`config.mk`:
```
export PLATFORM = sky130hd
export DESIGN_NAME = sector_guard
export DESIGN_NICKNAME = d
export VERILOG_FILES = /design/src/pkg/sector_guard_pkg.sv /design/src/hw/sector_guard.sv
export SDC_FILE = /design/constraint.sdc
export NUM_CORES = 2
export LEC_CHECK = 0
export ABC_AREA = 1
export BUFFER_PORTS_ARGS = -buffer_cell sky130_fd_sc_hd__buf_2
export CAP_MARGIN = 20
export CORE_ASPECT_RATIO = 0.8
export CORE_MARGIN = 1
export CORE_UTILIZATION = 37
export DETAILED_ROUTE_END_ITERATION = 8
export MAX_ROUTING_LAYER = met4
export PLACE_DENSITY = 0.57
export REMOVE_ABC_BUFFERS = 1
export SLEW_MARGIN = 20
export SYNTH_ARGS = -nofsm -noshare
export SYNTH_HDL_FRONTEND = slang
export SYNTH_SLANG_ARGS = --single-unit
```
`constraint.sdc`:
```
create_clock -name clk -period 4.23 [get_ports clk]
set_input_delay 0.423 -clock clk [delete_from_list [all_inputs] [get_ports clk]]
set_output_delay 0.423 -clock clk [all_outputs]
set_load 0.05 [all_outputs]
```
`src/pkg/sector_guard_pkg.sv`:
```
// sector guard package: register offsets, status fields, opcodes, protection modes and timing
// assumes a 40 MHz device clock and a 32-bit word-aligned register port
`default_nettype none
package sector_guard_pkg;

    // --------------------------------------------------------------
    // register byte offsets
    // --------------------------------------------------------------
    localparam logic [7:0] REG_CMD = 8'h00;
    localparam logic [7:0] REG_ADDR = 8'h04;
    localparam logic [7:0] REG_DATA_LO = 8'h08;
    localparam logic [7:0] REG_DATA_HI = 8'h0c;
    localparam logic [7:0] REG_STATUS = 8'h10;
    localparam logic [7:0] REG_RESULT_LO = 8'h14;
    localparam logic [7:0] REG_RESULT_HI = 8'h18;

    // --------------------------------------------------------------
    // primary status register field positions
    // --------------------------------------------------------------
    localparam int ST_WIP = 0;
    localparam int ST_PERR = 1;
    localparam int ST_WEL = 2;
    localparam int ST_LOCK = 3;
    localparam int ST_MODE_LO = 4;

    // --------------------------------------------------------------
    // command opcodes written to the command register
    // --------------------------------------------------------------
    localparam logic [7:0] CMD_WRITE_ENABLE_COMMAND = 8'h06;
    localparam logic [7:0] CMD_WRDI = 8'h04;
    localparam logic [7:0] CMD_CLEAR_STATUS = 8'h30;
    localparam logic [7:0] CMD_SW_RESET = 8'hf0;
    localparam logic [7:0] CMD_GUARD_PROG = 8'h2f;
    localparam logic [7:0] CMD_GUARD_READ = 8'h2b;
    localparam logic [7:0] CMD_PPB_PROG = 8'he3;
    localparam logic [7:0] CMD_PPB_ERASE = 8'he4;
    localparam logic [7:0] CMD_PPB_READ = 8'he2;
    localparam logic [7:0] CMD_DYB_WRITE = 8'he1;
    localparam logic [7:0] CMD_DYB_READ = 8'he0;
    localparam logic [7:0] CMD_LOCK_CLEAR = 8'ha6;
    localparam logic [7:0] CMD_LOCK_READ = 8'ha7;
    localparam logic [7:0] CMD_PWD_PROG = 8'he8;
    localparam logic [7:0] CMD_PWD_READ = 8'he7;
    localparam logic [7:0] CMD_PWD_UNLOCK = 8'he9;
    localparam logic [7:0] CMD_ARRAY_PROG = 8'h02;
    localparam logic [7:0] CMD_ARRAY_ERASE = 8'hd8;

    // --------------------------------------------------------------
    // protection mode field codes
    // --------------------------------------------------------------
    localparam logic [1:0] MODE_NONE = 2'h3;
    localparam logic [1:0] MODE_PERSIST = 2'h2;
    localparam logic [1:0] MODE_PASSWORD = 2'h1;
    localparam logic [1:0] MODE_ILLEGAL = 2'h0;

    // --------------------------------------------------------------
    // timing
    // --------------------------------------------------------------
    localparam int CLK_MHZ = 40;
    localparam int PENALTY_US = 100;
    localparam int PENALTY_TOL_US = 20;
    localparam int PENALTY_CYCLES = PENALTY_US * CLK_MHZ;
    localparam int UNLOCK_OK_CYCLES = 1;
    localparam int CNT_W = 20;

    // register port request
    typedef struct packed {
        logic [7:0] addr;
        logic [31:0] wdata;
        logic wr;
        logic rd;
    } bus_req_type;

    // sequencer states
    typedef enum logic [1:0] {
        SEQ_IDLE = 2'b01,
        SEQ_BUSY = 2'b10
    } seq_type;

endpackage
`default_nettype wire

```
`src/hw/sector_guard.sv`:
```
// sector guard: protection mode field, persistent and dynamic sector bits, lock bit and password unlock
// assumes a command sequencer on the same clock writing the register port; hardware reset pin is asynchronous
//
// Overview of operation
// - mode field 11 default persistent, 10 persistent, 01 password.
// - programming mode field to 00 is refused with a program error.
// - once a mode bit is programmed the mode field never changes again.
// - write-in-progress stays high for the program time of the mode field.
// - program or erase on a protected sector is refused.
// - persistent bits program singly to zero and erase together to one.
// - persistent program or erase with lock clear fails, bits unchanged.
// - dynamic write sets or clears one sector bit; zero means protected.
// - dynamic bits return to unprotected on power, software or hardware reset.
// - lock bit zero blocks persistent bit changes, one allows them.
// - lock clear command drives the lock bit to zero.
// - persistent mode: hardware reset sets lock; software reset leaves it.
// - password mode: hardware reset clears lock; only unlock sets it.
// - sector protected unless both bits are one; dynamic bits always writable.
// - unlock compares all 64 bits; exact match sets the lock bit.
// - mismatch sets program error, keeps busy, lock stays zero.
// - unlock attempts spaced by a 100 us busy penalty.
// - matching password ends busy without the penalty.
// - password mode ignores password read and program silently.
// - password programming only clears bits; no error for ones.
// - password storage starts all ones and is reached only by its commands.
// - unconfigured device runs persistent mode with every sector unprotected.
// - final protection is block-protect result OR sector bit result.
// - non-volatile changes need the write enable latch set.
//
// Chosen here: the address-and-strobe port and the placing of the registers.
`timescale 1ns/1ps
`default_nettype none

module sector_guard #(
    parameter int SECTORS = 256,
    parameter int ADDR_W = 24,
    parameter int PROG_CYCLES = 1000,
    parameter int ERASE_CYCLES = 40000
) (
    input wire logic clk,
    input wire logic rst,
    input wire logic hwResetN,
    input wire sector_guard_pkg::bus_req_type bus,
    input wire logic [SECTORS-1:0] blockProtect,
    output logic [31:0] rdData,
    output logic [SECTORS-1:0] protectMap,
    output logic busy
);

    localparam int SECT_W = $clog2(SECTORS);

    // ------------------------------------------------------------------
    // elaboration checks
    // ------------------------------------------------------------------
    if (SECTORS < 2 || (1 << SECT_W) != SECTORS || ADDR_W < SECT_W || ADDR_W > 32) begin : g_bad_geometry
        $error("sector_guard: sector count must be a power of two fitting the address");
    end
    if (PROG_CYCLES < 1 || ERASE_CYCLES < 1 || PROG_CYCLES >= (1 << sector_guard_pkg::CNT_W)
        || ERASE_CYCLES >= (1 << sector_guard_pkg::CNT_W)) begin : g_bad_timing
        $error("sector_guard: busy times must fit the busy counter");
    end

    // ------------------------------------------------------------------
    // whole state of the block
    // ------------------------------------------------------------------
    typedef struct packed {
        sector_guard_pkg::seq_type seq;
        logic [sector_guard_pkg::CNT_W-1:0] cnt;
        logic [1:0] mode;
        logic [SECTORS-1:0] persistent_sector_bit;
        logic [SECTORS-1:0] dynamic_sector_bit;
        logic lock;
        logic write_enable_latch;
        logic write_in_progress;
        logic perr;
        logic [63:0] pwd;
        logic [ADDR_W-1:0] addr;
        logic [63:0] data;
        logic [63:0] result;
        logic [31:0] rdData;
        logic [SECTORS-1:0] protectMap;
        logic [1:0] hwSync;
    } state_type;

    state_type s;
    state_type next_s;

    logic [SECT_W-1:0] sect;
    logic cmdHit;
    logic hwActive;
    logic pwMode;
    logic guarded;
    logic start;
    logic [sector_guard_pkg::CNT_W-1:0] len;

    // ------------------------------------------------------------------
    // next state
    // ------------------------------------------------------------------
    always_comb begin
        next_s = s;
        sect = s.addr[ADDR_W-1 -: SECT_W];
        cmdHit = bus.wr && bus.addr == sector_guard_pkg::REG_CMD && s.seq == sector_guard_pkg::SEQ_IDLE;
        hwActive = ~s.hwSync[1];
        pwMode = s.mode == sector_guard_pkg::MODE_PASSWORD;
        guarded = blockProtect[sect] | ~(s.persistent_sector_bit[sect] & s.dynamic_sector_bit[sect]);
        start = 1'b0;
        len = sector_guard_pkg::CNT_W'(PROG_CYCLES);
        next_s.rdData = 32'h0000_0000;
        // pin passes two flops; only the second is looked at
        next_s.hwSync = {s.hwSync[0], hwResetN};
        // final protection per sector, registered so the output is a flop
        next_s.protectMap = blockProtect | ~(s.persistent_sector_bit & s.dynamic_sector_bit);

        // operand registers are writable at any time
        if (bus.wr && bus.addr == sector_guard_pkg::REG_ADDR) begin
            next_s.addr = bus.wdata[ADDR_W-1:0];
        end
        if (bus.wr && bus.addr == sector_guard_pkg::REG_DATA_LO) begin
            next_s.data[31:0] = bus.wdata;
        end
        if (bus.wr && bus.addr == sector_guard_pkg::REG_DATA_HI) begin
            next_s.data[63:32] = bus.wdata;
        end

        // busy timer: commands are dropped until write-in-progress falls
        if (s.seq == sector_guard_pkg::SEQ_BUSY) begin
            if (s.cnt <= sector_guard_pkg::CNT_W'(1)) begin
                next_s.seq = sector_guard_pkg::SEQ_IDLE;
                next_s.write_in_progress = 1'b0;
                next_s.cnt = '0;
            end else begin
                next_s.cnt = s.cnt - sector_guard_pkg::CNT_W'(1);
            end
        end

        // command execution; effects land at acceptance, busy then times the operation
        if (cmdHit) begin
            case (bus.wdata[7:0])
                sector_guard_pkg::CMD_WRITE_ENABLE_COMMAND: begin
                    next_s.write_enable_latch = 1'b1;
                end
                sector_guard_pkg::CMD_WRDI: begin
                    next_s.write_enable_latch = 1'b0;
                end
                sector_guard_pkg::CMD_CLEAR_STATUS: begin
                    next_s.perr = 1'b0;
                end
                sector_guard_pkg::CMD_SW_RESET: begin
                    next_s.dynamic_sector_bit = '1;
                    next_s.write_enable_latch = 1'b0;
                    next_s.perr = 1'b0;
                    // lock bit deliberately untouched by a software reset
                end
                sector_guard_pkg::CMD_GUARD_PROG: begin
                    if (s.write_enable_latch) begin
                        next_s.write_enable_latch = 1'b0;
                        start = 1'b1;
                        if (s.mode != sector_guard_pkg::MODE_NONE) begin
                            next_s.perr = 1'b1;
                        end else if ((s.mode & s.data[2:1]) == sector_guard_pkg::MODE_ILLEGAL) begin
                            next_s.perr = 1'b1;
                        end else begin
                            next_s.mode = s.mode & s.data[2:1];
                        end
                    end
                end
                sector_guard_pkg::CMD_GUARD_READ: begin
                    next_s.result = {61'h0, s.mode, 1'b0};
                end
                sector_guard_pkg::CMD_PPB_PROG: begin
                    if (s.write_enable_latch) begin
                        next_s.write_enable_latch = 1'b0;
                        start = 1'b1;
                        if (!s.lock) begin
                            next_s.perr = 1'b1;
                        end else begin
                            next_s.persistent_sector_bit[sect] = 1'b0;
                        end
                    end
                end
                sector_guard_pkg::CMD_PPB_ERASE: begin
                    if (s.write_enable_latch) begin
                        next_s.write_enable_latch = 1'b0;
                        start = 1'b1;
                        len = sector_guard_pkg::CNT_W'(ERASE_CYCLES);
                        if (!s.lock) begin
                            next_s.perr = 1'b1;
                        end else begin
                            // pre-program and verify are internal; only the outcome is modelled
                            next_s.persistent_sector_bit = '1;
                        end
                    end
                end
                sector_guard_pkg::CMD_PPB_READ: begin
                    next_s.result = {63'h0, s.persistent_sector_bit[sect]};
                end
                sector_guard_pkg::CMD_DYB_WRITE: begin
                    next_s.dynamic_sector_bit[sect] = s.data[0];
                end
                sector_guard_pkg::CMD_DYB_READ: begin
                    next_s.result = {63'h0, s.dynamic_sector_bit[sect]};
                end
                sector_guard_pkg::CMD_LOCK_CLEAR: begin
                    next_s.lock = 1'b0;
                end
                sector_guard_pkg::CMD_LOCK_READ: begin
                    next_s.result = {63'h0, s.lock};
                end
                sector_guard_pkg::CMD_PWD_PROG: begin
                    // silently dropped once password mode is chosen
                    if (!pwMode && s.write_enable_latch) begin
                        next_s.write_enable_latch = 1'b0;
                        start = 1'b1;
                        next_s.pwd = s.pwd & s.data;
                    end
                end
                sector_guard_pkg::CMD_PWD_READ: begin
                    if (!pwMode) begin
                        next_s.result = s.pwd;
                    end
                end
                sector_guard_pkg::CMD_PWD_UNLOCK: begin
                    // persistent mode raises the lock only at power-up or hardware reset, so unlock is dropped there
                    if (pwMode) begin
                        start = 1'b1;
                        if (s.data == s.pwd) begin
                            next_s.lock = 1'b1;
                            len = sector_guard_pkg::CNT_W'(sector_guard_pkg::UNLOCK_OK_CYCLES);
                        end else begin
                            // penalty spacing makes a search of the key space hopeless
                            next_s.perr = 1'b1;
                            len = sector_guard_pkg::CNT_W'(sector_guard_pkg::PENALTY_CYCLES);
                        end
                    end
                end
                sector_guard_pkg::CMD_ARRAY_PROG,
                sector_guard_pkg::CMD_ARRAY_ERASE: begin
                    if (s.write_enable_latch) begin
                        next_s.write_enable_latch = 1'b0;
                        start = 1'b1;
                        if (bus.wdata[7:0] == sector_guard_pkg::CMD_ARRAY_ERASE) begin
                            len = sector_guard_pkg::CNT_W'(ERASE_CYCLES);
                        end
                        if (guarded) begin
                            next_s.perr = 1'b1;
                        end
                    end
                end
                default: begin
                    // unknown opcodes are ignored
                end
            endcase
        end

        if (start) begin
            next_s.seq = sector_guard_pkg::SEQ_BUSY;
            next_s.write_in_progress = 1'b1;
            next_s.cnt = len;
        end

        // register reads: data stand in the cycle after the strobe only
        if (bus.rd) begin
            case (bus.addr)
                sector_guard_pkg::REG_ADDR: begin
                    next_s.rdData = 32'(s.addr);
                end
                sector_guard_pkg::REG_DATA_LO: begin
                    next_s.rdData = s.data[31:0];
                end
                sector_guard_pkg::REG_DATA_HI: begin
                    next_s.rdData = s.data[63:32];
                end
                sector_guard_pkg::REG_STATUS: begin
                    next_s.rdData[sector_guard_pkg::ST_WIP] = s.write_in_progress;
                    next_s.rdData[sector_guard_pkg::ST_PERR] = s.perr;
                    next_s.rdData[sector_guard_pkg::ST_WEL] = s.write_enable_latch;
                    next_s.rdData[sector_guard_pkg::ST_LOCK] = s.lock;
                    next_s.rdData[sector_guard_pkg::ST_MODE_LO +: 2] = s.mode;
                end
                sector_guard_pkg::REG_RESULT_LO: begin
                    next_s.rdData = s.result[31:0];
                end
                sector_guard_pkg::REG_RESULT_HI: begin
                    next_s.rdData = s.result[63:32];
                end
                default: begin
                    next_s.rdData = 32'h0000_0000;
                end
            endcase
        end

        // hardware reset pin: volatile state only, lock follows the mode
        if (hwActive) begin
            next_s.dynamic_sector_bit = '1;
            next_s.lock = ~pwMode;
            next_s.write_enable_latch = 1'b0;
            next_s.write_in_progress = 1'b0;
            next_s.perr = 1'b0;
            next_s.seq = sector_guard_pkg::SEQ_IDLE;
            next_s.cnt = '0;
        end
    end

    // ------------------------------------------------------------------
    // state register; rst stands for first power-up of a blank part
    // ------------------------------------------------------------------
    always_ff @(posedge clk) begin
        if (rst) begin
            s.seq <= sector_guard_pkg::SEQ_IDLE;
            s.cnt <= '0;
            s.mode <= sector_guard_pkg::MODE_NONE;
            s.persistent_sector_bit <= '1;
            s.dynamic_sector_bit <= '1;
            s.lock <= 1'b1;
            s.write_enable_latch <= 1'b0;
            s.write_in_progress <= 1'b0;
            s.perr <= 1'b0;
            s.pwd <= '1;
            s.addr <= '0;
            s.data <= '0;
            s.result <= '0;
            s.rdData <= 32'h0000_0000;
            s.protectMap <= '0;
            s.hwSync <= 2'h3;
        end else begin
            s <= next_s;
        end
    end

    assign rdData = s.rdData;
    assign protectMap = s.protectMap;
    assign busy = s.write_in_progress;
endmodule // sector_guard
`default_nettype wire

```
==> flow_summary.json <==
{
  "period_share": 0.795,
  "synth_top_area_frac": 0.435,
  "synth-simple-area-share": 0.227,
  "drcViolationCount": 0,
  "dominantRegCellSynth": "dfxtp_1",
  "yosysUniqueCellTypes": 51,
  "path_class": "reg2reg",
  "gp_congestion": 0.930,
  "finalCriticalPeriod_ns": 3.36,
  "ys_warn_count": 0,
  "grt_overflow": 0,
  "syn_avg_cell_area_um2": 7.23,
  "vias_per_cell": 5.59,
  "end_kind": "flop",
  "synth_top_family_by_area": "simple AND/OR/NAND/NOR gates",
  "yosys.area_share.adder": 0.0172,
  "first_global_vias": 45300,
  "hold_class": "in2reg",
  "cellLeakagePower_nw": 24.2,
  "ys_seq_area_frac": 0.435,
  "max_freq_mhz": 297,
  "cts_buffer_depth": 3,
  "die_h_um": 324,
  "n_fill_cell": 13200,
  "clk_pin_slew_ns": 0.07,
  "pwr_density_cell_nw_per_um2": 390,
  "grt_first_pass_wirelength_um": 294000,
  "cts_resized": 0,
  "synth_edf_count": 0,
  "pre_cts_slack_ns": 0.953,
  "setup_tns_ns": 0,
  "fp-row-count": 117,
  "status": "finished, final reports clean",
  "setup_viol": 0,
  "cts_sinks": 1045,
  "syn_inst": 6648,
  "path_max_fanout": 52,
  "cts_inserted_buffers": 110,
  "drt_iter0_drc": 5606,
  "hold_violations": 0,
  "required_ns": 4.87,
  "track_usage": 0.302,
  "cts_max_level": 3,
  "io_buffers": 589,
  "finalWorstSetupSlack_ns": 0.865,
  "finClkSkew_ns": 0.0571,
  "floorplan.initialDensity": 0.375,
  "peakVddDrop_mv": 0.305,
  "pin_count": 590,
  "mappedNetlistArea_um2": 48100,
  "antenna_found_initial": 18,
  "cts_tree": "done",
  "drive_above_1_share": 0.142,
  "drv_slew": 0,
  "syn2layout_area_growth_pct": 16.7,
  "die_area_um2": 131000,
  "synth_area_leaders": "dfxtp_1, nand2_1, o21ai_0",
  "vias": 48600,
  "worstSkewPairLatency_ns": 0.76,
  "async_flop_share": 0,
  "final_nets": 7247,
  "ys_ff_latch": 1045,
  "synth_xor_area_frac": 0.00146,
  "wl_um": 200000,
  "synth-compound-area-share": 0.202,
  "hold_depth": 3,
  "arrival_ns": 4.00,
  "start_kind": "flop",
  "dp_hpwl_um": 133000,
  "ant_nets": 0,
  "yosysTopAreaCell": "dfxtp_1",
  "synth.mux.area_fraction": 0,
  "ff2ff_path_depth": 18,
  "grt_max_degree": 131,
  "rsz0062_at_grt": "no",
  "worst_pin_slew_ns": 1.14,
  "root_buffer": "clkbuf_16",
  "coreArea_um2": 128000,
  "dr.pass1.iters": 8,
  "relSlewSlack": 0.241,
  "die_width_um": 405,
  "maxCapViolCount": 0,
  "wl_per_cell_um": 23.0,
  "fin_util": 0.438
}
[critical path, stage by stage, from the launching register on]
cell and delay (ns):
dfxtp_4 0.46, inv_6 0.44, buf_4 0.57, buf_4 0.31, nand2_1 0.07, nand2_1 0.06, nand2_1 0.05, nand3_1 0.09
nand2_1 0.05, nand2_1 0.06, o21ai_0 0.07, nand2_1 0.12, nor2_1 0.05, nor2_1 0.23, nor2_1 0.10, nand2_1 0.10
nand3_1 0.11, a21oi_1 0.13, nor2_1 0.05
[flip-flops by register name, summed over array words and instances, names as in the netlist]
register    flops
next_s          1
protectMap    256
s             756
rdData         32
[cell families after synthesis]
group / Yosys count
xor+xnor: 8
flops: 1045
fa+ha+maj: 66
buf+inv: 1178
compound gates: 1606
simple gates: 2745
[final timing paths]
check                    from        endpoint  slack, ns
max                    s[434]          s[506]       0.87
min          blockProtect[17]  protectMap[17]       0.04
max reg2reg            s[434]          s[506]       0.87
min reg2reg            s[322]          s[322]       0.46
[repair_timing]
action | 4_1_cts | 5_1_grt
endpoints found under the hold margin | 184 | 0
endpoints found under the setup margin | 0 | 0
hold buffers | 150 | 0
buffers inserted | 0 | 0
[Yosys cell counts (4+ instances only)]
library cell and number:
buf_4 292, or2_2 7, o22ai_1 31, o21ai_0 732
buf_2 81, nor4_1 6, dfxtp_1 1045, clkbuf_1 332
o311ai_1 10, buf_1 54, ha_1 66, o21ai_1 5
o21bai_1 5, xor2_1 5, nor3_1 20, inv_1 410
nor2_1 339, a21oi_1 198, nand2_1 2072, a221oi_1 25
a31oi_1 273, inv_2 6, a211oi_1 69, nand4_1 95
nor2_2 4, o311ai_0 246, nand3_1 187
[final cells by class]
class,instances,area (µm²),area share
Multi-Input combinational cell,4425,21700,0.386
Sequential cell,1045,20900,0.373
Timing Repair Buffer,880,5920,0.105
Clock buffer,134,3050,0.0543
Tap cell,1725,2160,0.0385
Inverter,418,1590,0.0283
Clock inverter,65,762,0.0136
Antenna cell,12,30.0,0.000535
[per-stage QoR]
stage	total power, W	cell area [µm²]	cells	hold slack [ns]
finish	0.0219	56100	8704	0.0370
detailed placement	0.0117	50800	8343	0.446
floorplan	0.0110	44000	5888	0.389
global placement	0.0117	50800	8343	0.442
CTS	0.0220	56100	8692	0.0000342
global route	0.0225	56100	8703	0.0152
[placed cells by master, fill, tap and decap left out, types with 186 or more instances in the layout]
| cell | count |
|---|---|
| o21ai_0 | 732 |
| nor2_1 | 317 |
| buf_2 | 588 |
| a31oi_1 | 272 |
| o311ai_0 | 246 |
| nand3_1 | 186 |
| inv_1 | 404 |
| nand2_1 | 2069 |
| a21oi_1 | 198 |
| dfxtp_1 | 1043 |
[power breakdown]
group          internal, W  total, W  switching [W]  leakage [nW]
registers          0.00997    0.0100      0.0000524          8.51
clock network      0.00592    0.0103        0.00438          1.86
logic             0.000411   0.00158        0.00116          13.9
[routing by layer]
metal	vias to the layer above	track usage	share of wire
met5	-	-	0
met4	0	0.137	0.049
met3	492	0.0548	0.095
met2	2666	0.432	0.42
met1	22900	0.411	0.43
li1	22600	-	-
Power figures use the tool's default switching activity.
